File: config.mk
export PLATFORM = sky130hd
export DESIGN_NAME = regulator_power_control_reg
export DESIGN_NICKNAME = d
export VERILOG_FILES = /design/src/rtl/regulator_power_control_pkg.sv /design/src/rtl/regulator_power_control_reg.sv
export SDC_FILE = /design/constraint.sdc
export NUM_CORES = 1
export LEC_CHECK = 0
export BUFFER_PORTS_ARGS = -buffer_cell sky130_fd_sc_hd__buf_2
export CORE_MARGIN = 2
export CORE_UTILIZATION = 53
export DETAILED_ROUTE_END_ITERATION = 7
export GPL_TIMING_DRIVEN = 0
export PLACE_DENSITY = 0.91
export SETUP_SLACK_MARGIN = 0.5
export SLEW_MARGIN = 40
export SYNTH_ARGS = -nofsm -noshare
export SYNTH_HDL_FRONTEND = slang
export SYNTH_SLANG_ARGS = --single-unit
File: constraint.sdc
create_clock -name clk -period 2.84 [get_ports clk]
set_input_delay 0.426 -clock clk [delete_from_list [all_inputs] [get_ports clk]]
set_output_delay 0.426 -clock clk [all_outputs]
set_load 0.01 [all_outputs]
File: src/rtl/regulator_power_control_pkg.sv
// Package: register address, field positions, reset value and timing for the regulator control register
package regulator_power_control_pkg;

    localparam logic [7:0] REG_ADDR = 8'h00C9;
    localparam logic [7:0] REG_RESET = 8'h0000;
    localparam int BIT_IN_DIS = 7;
    localparam int BIT_VBUS = 6;
    localparam int BIT_RSV5 = 5;
    localparam int BIT_IN_LP = 4;
    localparam int BIT_STOP_OFF = 3;
    localparam int BIT_RSV2 = 2;
    localparam int BIT_CORE_LP = 1;
    localparam int BIT_MPC_EN = 0;
    // Clocks held off after a slow-to-fast clock change while the EPROM settles
    localparam logic [4:0] SETTLE_CLOCKS = 5'h0014;

    typedef enum logic [1:0] {
        MEM_ON,
        MEM_GATED,
        MEM_SETTLE
    } mem_state_t;

    typedef struct packed {
        logic [7:0] ctrl;
        mem_state_t mstate;
        logic [4:0] settle_cnt;
        logic [7:0] rdata;
    } state_t;

    typedef struct packed {
        logic input_regulator_disable;
        logic input_regulator_low_power;
        logic core_regulator_low_power;
        logic core_regulator_stop_off;
        logic ext_reset_only;
        logic eprom_power_on;
        logic fetch_stall;
    } power_ctrl_t;

endpackage : regulator_power_control_pkg

File: src/rtl/regulator_power_control_reg.sv
// Regulator and memory power control register with EPROM power sequencing
`timescale 1ns/1ps
module regulator_power_control_reg
    import regulator_power_control_pkg::*;
(
    // Clock and reset
    input wire logic clk,
    input wire logic arst_n,
    // Special function register port
    input wire logic [7:0] sfr_addr,
    input wire logic sfr_wr,
    input wire logic sfr_rd,
    input wire logic [7:0] sfr_wdata,
    output logic [7:0] sfr_rdata,
    // System status
    input wire logic bus_power_present,
    input wire logic stop_mode,
    input wire logic prefetch_enable,
    input wire logic fetch_active,
    input wire logic clock_slow_to_fast,
    // Power controls
    output power_ctrl_t power_ctrl
);

    state_t cur_ff;
    state_t nxt_cur;
    power_ctrl_t nxt_pc;
    power_ctrl_t pc_ff;

    function automatic logic hit(input logic [7:0] a);
        hit = (a == REG_ADDR);
    endfunction : hit

    always_comb begin
        logic [7:0] view;
        logic saver;
        saver = cur_ff.ctrl[BIT_MPC_EN] && !prefetch_enable;
        nxt_cur = cur_ff;
        view = cur_ff.ctrl;
        view[BIT_VBUS] = bus_power_present;
        if (sfr_wr && hit(sfr_addr)) begin
            // Bit 6 storage is never used, so writes to it are dropped
            nxt_cur.ctrl = sfr_wdata;
            nxt_cur.ctrl[BIT_VBUS] = 1'b0;
        end
        if (sfr_rd && hit(sfr_addr)) begin
            nxt_cur.rdata = view;
        end else if (sfr_rd) begin
            nxt_cur.rdata = 8'h0000;
        end
        case (cur_ff.mstate)
            MEM_ON: begin
                if (saver && !fetch_active) begin
                    nxt_cur.mstate = MEM_GATED;
                end
            end
            MEM_GATED: begin
                if (!saver) begin
                    nxt_cur.mstate = MEM_ON;
                end else if (clock_slow_to_fast) begin
                    nxt_cur.mstate = MEM_SETTLE;
                    nxt_cur.settle_cnt = SETTLE_CLOCKS;
                end else if (fetch_active) begin
                    nxt_cur.mstate = MEM_ON;
                end
            end
            MEM_SETTLE: begin
                // Holding fetches keeps reads away from a half-powered array
                if (cur_ff.settle_cnt <= 5'h0001) begin
                    nxt_cur.mstate = MEM_ON;
                    nxt_cur.settle_cnt = 5'h0000;
                end else begin
                    nxt_cur.settle_cnt = cur_ff.settle_cnt - 5'h0001;
                end
            end
            default: begin
                nxt_cur.mstate = MEM_ON;
            end
        endcase
        nxt_pc.input_regulator_disable = nxt_cur.ctrl[BIT_IN_DIS];
        nxt_pc.input_regulator_low_power = nxt_cur.ctrl[BIT_IN_LP];
        nxt_pc.core_regulator_low_power = nxt_cur.ctrl[BIT_CORE_LP];
        nxt_pc.core_regulator_stop_off = nxt_cur.ctrl[BIT_STOP_OFF] && stop_mode;
        nxt_pc.ext_reset_only = nxt_cur.ctrl[BIT_STOP_OFF] && stop_mode;
        nxt_pc.eprom_power_on = (nxt_cur.mstate != MEM_GATED);
        nxt_pc.fetch_stall = (nxt_cur.mstate == MEM_SETTLE);
    end

    always_ff @(posedge clk or negedge arst_n) begin
        if (!arst_n) begin
            cur_ff <= '{ctrl: REG_RESET, mstate: MEM_ON, settle_cnt: 5'h0000, rdata: 8'h0000};
            pc_ff <= '{default: 1'b0, eprom_power_on: 1'b1};
        end else begin
            cur_ff <= nxt_cur;
            pc_ff <= nxt_pc;
        end
    end

    assign sfr_rdata = cur_ff.rdata;
    assign power_ctrl = pc_ff;

endmodule : regulator_power_control_reg

=== Word-level counts from Yosys, hierarchy flattened ===
Cells that the tools add are included.
Widths: inputs -> output; s select.

* Output and inout port bits: 15
* Flip-flop bits (word level): 28

* Reductions and logical operators: 11
* Magnitude comparators: 1
* Equality and inequality tests: 7
* Multiplexer cells: 13
* Add/sub/neg operators: 1

{| class="wikitable"
|+ Operator list
! cell !! number
|-
| $mux 8 || 3
|-
| $mux 5 || 3
|-
| $mux 2 || 5
|-
| $pmux 5 s2 || 1
|-
| $eq 8x8->1 const B || 1
|-
| $pmux 2 s3 || 1
|-
| $le 5x1->1 const B || 1
|-
| $logic_and 1x1->1 || 5
|-
| $sub 5x1->5 const B || 1
|-
| $eq 2x2->1 const B || 2
|-
| $ne 2x2->1 const B || 2
|-
| $reduce_bool 2->1 || 2
|-
| $reduce_and 3->1 || 1
|-
| $eq 2x1->1 const B || 1
|-
| $logic_not 1->1 || 2
|-
| $logic_not 2->1 || 1
|-
| $ne 2x1->1 const B || 1
|}

=== Depth between registers and ports, before layout ===
Gate-level depths: netlist (run 1).

* Depth in word-level cells: 6
* Gate-level depth with buffers: 5

=== Least setup slack after synthesis (run 1) ===
OpenSTA, ideal clock, no wires.

* Kind: reg2reg
* From: register cur_ff[8] (netlist name)
* To: register cur_ff[10] (netlist name)
* Path slack: 1.480 ns
* Required time: 2.736 ns
* Arrival time: 1.257 ns
* Stages on the path, launching flop included: 5
* Path through: dfrtp_1 > ha_1 > o21bai_1 > and2_1 > a221oi_1

* Word-level cells in the longest chain between the ends: 3
* Elaborated cells between the ends (all ways): 4
* Classes of those cells: add/sub (1); order compare (1); mux (2)

{| class="wikitable"
|+ Ends and longest elaborated chain
! item !! line !! RTL
|-
| start, declared || regulator_power_control_reg.sv:25 || <nowiki>state_t cur_ff;</nowiki>
|-
| start signal, assigned || regulator_power_control_reg.sv:91 || <nowiki>cur_ff <= '{ctrl: REG_RESET, mstate: MEM_ON, settle_cnt: 5'h0000, rdata: 8'h0000};</nowiki>
|-
| start signal, assigned || regulator_power_control_reg.sv:94 || <nowiki>cur_ff <= nxt_cur;</nowiki>
|-
| $sub 5x1->5 or $le 5x1->1 (tied branches) || regulator_power_control_reg.sv:73, regulator_power_control_reg.sv:69 ||
|-
| $mux 5 (*) || regulator_power_control_reg.sv:69 || <nowiki>if (cur_ff.settle_cnt <= 5'h0001) begin</nowiki>
|-
| $pmux 5 s2 (*) || regulator_power_control_reg.sv:51 || <nowiki>case (cur_ff.mstate)</nowiki>
|}

Mark *: on every way between the ends. The rest lies on a longest branch, timed or not.
A chain may end at the register's enable or synchronous reset.

=== Final worst setup path (run 1) ===
Ends and elaborated chain as after synthesis.

==> results.md, run 1 <==
* Layout area overhead at 19.66%
* Synth Area in Compound Gates at 14.80%
* Num rows at 17
* Hold-fix buffers, CTS at 0
* Register bit count reported by yosys at 25
* Worst-case reg-to-reg path depth at 4
* Synth Area in Adders at 1.986%
* Crit path DAT at 1.80 ns
* Final instance area at 1508 sq um
* Post-DP HPWL at 1.928 mm
* Final Worst Setup Slack at 1.258 ns
* Largest net degree at the start of global routing at 26
* Total CTS buffers at 3
* Routability congestion estimate at 0.7681
* Simple-Gate Fraction of Synth Area at 13.51%
* Post-CTS Setup Bufs at 0
* Post-route insts no fill at 187
* Initial antenna violation count at 0
* DR vias at 993
* Worst skew pair latency at 0.31 ns
* Util after Layout at 67.51%
* GRT Util Overall at 20.34%
* Layout Nets at 187
* Kind of critical path: reg2reg
* Crit path required time at 3.06 ns
* Post-Syn Area at 1260 sq um
* Area leader, netlist: dfrtp_1
* Antenna fix cells at 0
* Sink Count at 25
* First-pass GRT wire length at 4.153 mm
* Period utilisation layout at 55.70%
* Max Transition Viols Final at 0
* RSZ-0062 raised after global routing: no
* Pre-antenna DRT Iters at 4
* Post-Syn Nets at 145
* Leak Pwr at 0.7905 nW
* Most frequent cells in the layout: 37 x buf_2, 24 x dfrtp_1, 16 x inv_1
* FILL cells at 186
* Synth warn at 0
* Placed cell areas at 1480 sq um
* Synth Area per Inst at 10.68 sq um
* Final Critical Period at 1.582 ns
* DRT iter0 DRCs at 26
* Mapped Cells at 118
* Max Cap Viol at 0
* Setup crit end kind: flip-flop
* Setup_tns at 0 ns
* VDD IR max at 309.0 uV
* Clock slew at reported path FFs at 0.14 ns
* Post-synthesis sequential area ratio at 49.75%
* Mux cell area share after synthesis at 7.051%
* Clk buf depth at 2
* Placed insts at 183
* WL/cell at 12.81 microns
* Floorplan core area at 2233 sq um
* Family with the most delay on the worst path: compound AO/OA/AOI/OAI gates
* Crit path buffers/inverters at 0
* Die height at 52.76 microns
* PwrDens at 378.6 nW/um^2
* Reg2reg start: cur_ff[8]
* Via density at 5.310
* DRT antenna net count at 0
* Fmax at 632.1 MHz
* Crit path launch type: flip-flop
* Worst Hold Class: in2async
* Port Buf Inserts at 37
* Die Span X at 52.76 microns
* FF-to-FF End: cur_ff[10]
* Ports at 40
* Setup WS pre-CTS at 1.283 ns
* Area contributors post-synth: dfrtp_1 48%, buf_4 7.1%, mux2_2 6.3%
* CTS root buf: clkbuf_4
* Synth unique cells at 38
* Clk_skew at 0.002701 ns
* Reg-to-reg setup timing slack at 1.26 ns
* XOR/XNOR Fraction of Synth Area at 0%
* Final setup viols at 0
* Vias in the first global route at 988
* Resized cells post-CTS at 0
* Largest family of logic cells by synthesized area: compound AO/OA/AOI/OAI gates
* Rel. slew slack at 63.25%
* H-tree depth at 1
* Remaining DRCs at 0
* Status: finished, final reports clean
* Least-Margin Pin Slew at 0.5512 ns
* Commonest non-fill, non-tap cell in the layout: buf_2
* Grt ovf at 0
* Final Hold Viols at 0
* Area fraction of the dominant cell type after synthesis at 47.67%
* Share of layout cells above drive strength 1 at 42.14%
* Initial Utilization at 56.41%
* CP Max Fanout at 7
* CP max stage cell: dfrtp_1
* DIE AREA at 2783 sq um
* Total Routed Length at 2.396 mm
* CP max stage delay at 0.48 ns
* CTS tree: done
* Crit-path cells: ha_1 -> o21bai_1 -> and2_1 -> a221oi_1
[power by group]
part           switching (mW)  internal (mW)
logic                  0.0240         0.0236
registers             0.00423          0.362
clock network           0.104         0.0526
[state kept, by name, summed over array words and instances (netlist names)]
register / flops
cur_ff: 14
sfr_rdata: 8
power_ctrl: 3
[stage by stage]
step	power (mW)	hold slack (ns)
floorplan	0.3925	0.1304
global placement	0.4186	0.4299
detailed placement	0.4216	0.4487
CTS	0.5786	0.08633
global route	0.5971	0.09594
finish	0.5708	0.07497
[worst max path at each step]
| stage | from | endpoint | slack (ns) | cells after the start |
|---|---|---|---|---|
| floorplan | cur_ff[8] | cur_ff[10] | 1.48 | 4 |
| global placement | sfr_addr[2] | cur_ff[18] | 1.36 | 4 |
| detailed placement | cur_ff[8] | cur_ff[10] | 1.28 | 4 |
| CTS | cur_ff[8] | cur_ff[10] | 1.26 | 4 |
| global route | cur_ff[8] | cur_ff[10] | 1.22 | 4 |
| finish | cur_ff[8] | cur_ff[10] | 1.26 | 4 |
[layout make-up]
type / count / area, sq um / area share (%)
Clock inverter: 1 / 5.005 / 0.3319
Multi-Input combinational cell: 62 / 470.5 / 31.20
Tap cell: 28 / 35.03 / 2.324
Inverter: 16 / 60.06 / 3.983
Clock buffer: 3 / 22.52 / 1.494
Buffer: 15 / 102.6 / 6.805
Sequential cell: 25 / 626.9 / 41.58
Timing Repair Buffer: 37 / 185.2 / 12.28
[layer usage]
| layer | routed length [microns] | global-route usage [%] |
|---|---|---|
| met2 | 1290 | 38.54 |
| met4 | 14 | 3.846 |
| met3 | 126 | 4.000 |
| met5 | 0 | 0 |
| met1 | 964 | 23.44 |
[logic make-up (layout without fill, tap and decap cells)]
kind of cell,Yosys count,in the layout
DFF,25,25
AOI/OAI and AO/OA,24,24
muxes,8,8
adders and majority gates,2,2
and+or+nand+nor,28,28
buffers and inverters,31,72
[synthesized netlist by cell type]
library cell,n
and4bb_2,1
inv_1,16
ha_1,2
clkbuf_1,2
or2_2,2
nor4b_1,1
a21oi_1,2
mux2_2,7
o21ai_0,1
o32ai_1,1
and2_0,1
nor2_1,2
and2_1,1
nand4_4,1
nand4bb_1,1
o21ai_1,1
o21a_1,1
a21o_1,1
nor2b_1,1
a2111oi_4,1
nand2b_1,2
dfstp_2,1
o22ai_1,10
buf_4,12
nor3_1,1
a211o_1,1
mux2i_1,1
o21bai_1,1
dfrtp_1,24
clkbuf_2,1
a2111o_1,1
a221oi_1,1
a211oi_1,1
a32oi_1,1
or3_1,1
nor3b_1,1
nand2_1,11
nand3_1,1
(Power assumes the default switching activity.)
==> run 2, diff against run 1 <==
Settings changed: CORE_UTILIZATION 53 to 49, PLACE_DENSITY 0.91 to 0.85.
Clock period 2.84 ns to 1.55 ns, I/O delays scaled along.
==> run 2 against run 1 <==
Via count is 22% higher. Total power rose by 94%. Largest power group unchanged. Utilization up 13 points. Final area up 30%. Critical path depth did not move. Worst hold slack improved by 0.053 ns.
==> results.md, run 2 (synthesis gave the netlist of run 1 again) <==
* Remaining DRCs at 0
* DRT antenna net count at 0
* Setup WS pre-CTS at 0.1159 ns
* Setup_tns at 0 ns
* Port Buf Inserts at 37
* Commonest non-fill, non-tap cell in the layout: buf_6
* Worst Hold Class: in2reg
* Layout area overhead at 55.91%
* Biggest register: cur_ff
* WL/cell at 18.48 microns
* Setup crit end kind: flip-flop
* Initial Utilization at 51.33%
* Hold Worst Slack at 0.1281 ns
* Final Worst Setup Slack at 0.1944 ns
* H-tree depth at 1
* Worst Hold End: cur_ff[16]
* Pre-antenna DRT Iters at 4
* Die Span X at 54.71 microns
* Vias in the first global route at 1123
* Crit path launch type: flip-flop
* Status: finished, final reports clean
* Max reg flops at 14
* Crit path required time at 1.78 ns
* Grt ovf at 0
* Initial antenna violation count at 0
* Ports at 40
* Total power at 1.107 mW
* CTS root buf: clkbuf_4
* Period utilisation layout at 87.46%
* Sw Share at 25.14%
* Placed insts at 185
* VDD IR max at 619.5 uV
* Num rows at 18
* Largest net degree at the start of global routing at 26
* DR vias at 1214
* Post-DP HPWL at 1.946 mm
* Total Routed Length at 3.937 mm
* Util after Layout at 80.02%
* RSZ-0062 raised after global routing: yes
* GRT Util Overall at 25.81%
* Fmax at 737.7 MHz
* Clock power frac at 27.9%
* DIE AREA at 2993 sq um
* Sink Count at 25
* Placed cell areas at 1510 sq um
* Via density at 5.700
* Max Cap Viol at 0
* PwrDens at 563.7 nW/um^2
* Crit path DAT at 1.58 ns
* Final setup viols at 0
* Sw power at 0.2784 mW
* Routability congestion estimate at 0.8168
* Worst hold path cell count at 2
* First-pass GRT wire length at 5.264 mm
* Total CTS buffers at 3
* Clock slew at reported path FFs at 0.15 ns
* FF-to-FF End: cur_ff[11]
* Hold Crit Start: sfr_wdata[1]
* Crit-path cells: buf_6 -> or3_1 -> a32oi_1 -> o21ai_1
* Floorplan core area at 2455 sq um
* Final Hold Viols at 0
* Most frequent cells in the layout: 28 x buf_6, 24 x buf_2, 20 x buf_4
* Antenna fix cells at 0
* Post-route insts no fill at 213
* Clk buf depth at 2
* DRT iter0 DRCs at 34
* Reg2reg start: cur_ff[9]
* CP Max Fanout at 3
* Least-Margin Pin Slew at 0.5490 ns
* Layout Nets at 211
* Reg-to-reg setup timing slack at 0.19 ns
* CP max stage delay at 0.46 ns
* Final instance area at 1964 sq um
* Share of layout cells above drive strength 1 at 60.11%
* Sequential Power Share at 60.9%
* Int Pwr at 0.8290 mW
* FILL cells at 127
* Kind of critical path: reg2reg
* Die height at 54.71 microns
* Clk_skew at 0.009588 ns
* Worst-case reg-to-reg path depth at 4
* Worst skew pair latency at 0.33 ns
* Final Critical Period at 1.356 ns
* CP max stage cell: dfrtp_2
* Rel. slew slack at 63.40%
* Leak Pwr at 0.9456 nW
* CTS tree: done
* Logic pwr share at 11.1%
* Max Transition Viols Final at 0
## run 2: cell types whose count changed in the layout (fill, tap and decap cells not counted), sizes merged
cell,delta
buf,+23
clkinv,-1
dlygate4sd3,+1
clkbuf,+1
## run 2: per-layer routing
| layer | wire [microns] | GRT usage, % | part of all wire, % |
|---|---|---|---|
| met5 | 0 | 0 | 0 |
| met4 | 91 | 10.00 | 2.3 |
| met3 | 252 | 3.552 | 6.4 |
| met2 | 2103 | 46.43 | 53 |
| met1 | 1490 | 30.78 | 38 |
## run 2: power by group through the flow
stage	combinational (mW)	clock, mW	sequential, mW
after floorplan	0.0379	0	0.682
after global placement	0.0855	0	0.683
after detailed placement	0.0889	0	0.684
after CTS	0.110	0.297	0.673
after global routing	0.133	0.327	0.676
final	0.123	0.309	0.675
## run 2: layout make-up
| type | instances | area [sq um] | share of cell area, % |
|---|---|---|---|
| well taps | 30 | 37.54 | 1.911 |
| multi-input cells | 62 | 585.6 | 29.81 |
| flip-flops and latches | 25 | 635.6 | 32.36 |
| inverters | 16 | 62.56 | 3.185 |
| repair buffers | 61 | 460.4 | 23.44 |
| plain buffers | 15 | 156.4 | 7.962 |
| clock buffers | 4 | 26.28 | 1.338 |
## run 2: worst max path at each step
stage                     startpoint          to  cells past startpoint
after floorplan            cur_ff[9]  cur_ff[12]                      5
after global placement    cur_ff[11]  cur_ff[12]                      3
after detailed placement  cur_ff[11]  cur_ff[12]                      3
after CTS                  cur_ff[9]  cur_ff[11]                      4
after global routing       cur_ff[9]  cur_ff[10]                      5
final                      cur_ff[9]  cur_ff[11]                      4
## run 2: timing repair
item	4_1_cts	5_1_grt
endpoints found under the hold margin	24	0
hold buffers	1	0
gates resized for setup	44	6
endpoints found under the setup margin	22	24
setup buffers	16	7
pin swaps	8	1
## run 2: critical path, delay by kind of cell (launching register included)
kind / cells / cell delay (ns)
AOI/OAI and AO/OA: 2 / 0.32
DFF: 1 / 0.46
and+or+nand+nor: 1 / 0.34
buffers and inverters: 1 / 0.13
==> run 3, diff against run 2 <==
Settings changed: CORE_UTILIZATION 49 to 53, PLACE_DENSITY 0.85 to 0.91.
Clock period 1.55 ns to 1.67 ns, I/O delays scaled along.
==> run 3 against run 2 <==
Worst hold slack better by 0.013 ns. Critical path depth stayed put. Routed wire length decreased by 15%. Via count fell by 7.7%. Clock skew is 0.0080 ns lower. Global-route usage is 0.36 points higher. Utilization is 3.7 points higher. Clock-buffer cell count is the same. Die area decreased by 7.0%. Total power shrank 9.3%. Cell count decreased by 3.8%. Critical path type unchanged. Largest cell class unchanged.
==> results.md, run 3 (synthesis gave the netlist of run 1 again) <==
* Port Buf Inserts at 37
* Die Span X at 52.76 microns
* Vias in the first global route at 1092
* Die height at 52.76 microns
* Worst Setup SP: cur_ff[8]
* Worst-case reg-to-reg path depth at 4
* Max Transition Viols Final at 0
* Floorplan core area at 2233 sq um
* CP endpoint: cur_ff[10]
* Placed insts at 183
* Status: finished, final reports clean
* Kind of critical path: reg2reg
* Initial antenna violation count at 0
* Crit path DAT at 1.57 ns
* Rel. slew slack at 64.03%
* Grt ovf at 0
* Ports at 40
* Final setup viols at 0
* Period utilisation layout at 79.48%
* CTS root buf: clkbuf_4
* Clk buf depth at 2
* Remaining DRCs at 0
* DIE AREA at 2783 sq um
* VDD IR max at 415.6 uV
* WL/cell at 16.30 microns
* Commonest non-fill, non-tap cell in the layout: buf_6
* H-tree depth at 1
* FF-to-FF End: cur_ff[10]
* Clock slew at reported path FFs at 0.13 ns
* Layout area overhead at 48.46%
* DR vias at 1120
* Worst Hold Class: in2reg
* Final Critical Period at 1.327 ns
* CTS tree: done
* Post-route insts no fill at 205
* FF/Latch Area at 630.6 sq um
* Reg-to-reg setup timing slack at 0.34 ns
* Setup_tns at 0 ns
* Most frequent cells in the layout: 28 x buf_6, 24 x buf_2, 21 x dfrtp_1
* Routability congestion estimate at 0.7779
* Max reg flops at 14
* RSZ-0062 raised after global routing: yes
* Pre-antenna DRT Iters at 4
* Antenna fix cells at 0
* Num rows at 17
* Worst skew pair latency at 0.32 ns
* Crit path required time at 1.91 ns
* Sink Count at 25
* First-pass GRT wire length at 5.078 mm
* Crit path launch type: flip-flop
* GRT Util Overall at 26.17%
* Biggest register: cur_ff
* Layout Nets at 205
* Total CTS buffers at 3
* Leak Pwr at 0.9134 nW
* Max Cap Viol at 0
* Clk_skew at 0.001623 ns
* Total Routed Length at 3.342 mm
* Initial Utilization at 56.41%
* Final Hold Viols at 0
* Share of layout cells above drive strength 1 at 55.37%
* DRT iter0 DRCs at 19
* FILL cells at 121
* Post-DP HPWL at 1.876 mm
* Reg2reg start: cur_ff[8]
* PwrDens at 536.8 nW/um^2
* Setup crit end kind: flip-flop
* DRT antenna net count at 0
* Largest net degree at the start of global routing at 26
* Fmax at 753.4 MHz
* Via density at 5.463
* CP Max Fanout at 5
* Least-Margin Pin Slew at 0.5396 ns
* Multi-input gate area at 553.0 sq um
run 3: cell count changes in the layout (fill, tap and decap cells not counted), sizes merged:
cell,previous run,this run
buf,72,66
run 3: worst min path at each step:
stage | from | end | slack [ns] | cells past startpoint
after global placement | arst_n | sfr_rdata[2] | 0.26 | 1
final | fetch_active | power_ctrl[1] | 0.14 | 2
after floorplan | arst_n | cur_ff[10] | -0.05 | 0
after global routing | sfr_wdata[5] | cur_ff[20] | 0.14 | 2
after detailed placement | arst_n | sfr_rdata[4] | 0.27 | 1
after CTS | fetch_active | power_ctrl[1] | 0.14 | 2
run 3: power breakdown:
| group | switching, mW | internal [mW] |
|---|---|---|
| clock network | 0.180 | 0.0936 |
| registers | 0.00960 | 0.616 |
| logic | 0.0494 | 0.0558 |
run 3: worst max-delay path, cell delays in order, from the launching register on:
cell and delay (ns):
dfrtp_2 0.47, ha_2 0.18, o21bai_4 0.19, and2_4 0.18, a221oi_2 0.24
run 3: what timing repair did:
action	CTS	global route
hold buffers	1	0
hold endpoints to repair	24	0
setup buffers	13	4
gates cloned	0	0
setup endpoints to repair	20	21
pin swaps	3	2
gates resized for setup	38	3
run 3: final cells by class:
type	count	area share, %
Clock buffer	4	1.405
Sequential cell	25	33.71
Inverter	16	3.211
Timing Repair Buffer	55	22.21
Tap cell	28	1.873
Multi-Input combinational cell	62	29.57
Buffer	15	8.027
run 3: metal layers:
metal | GRT usage [%] | share of wire [%] | vias to the layer above
li1 | - | - | 513
met1 | 31.47 | 40 | 556
met2 | 46.88 | 54 | 45
met3 | 3.429 | 3.9 | 6
met4 | 10.26 | 1.4 | 0
met5 | 0 | 0 | -
run 3: per-stage QoR:
| stage | power (mW) | cell area, sq um | util (%) | setup slack (ns) | hold slack, ns |
|---|---|---|---|---|---|
| after floorplan | 0.6681 | 1287 | - | 0.3956 | -0.04509 |
| after global placement | 0.7132 | 1508 | 67.51 | 0.3114 | 0.2592 |
| after detailed placement | 0.7176 | 1508 | 67.51 | 0.2987 | 0.2673 |
| after CTS | 1.001 | 1827 | 81.79 | 0.3626 | 0.1408 |
| after global routing | 1.043 | 1871 | 83.75 | 0.2806 | 0.1385 |
| final | 1.004 | 1871 | 83.75 | 0.3428 | 0.1412 |
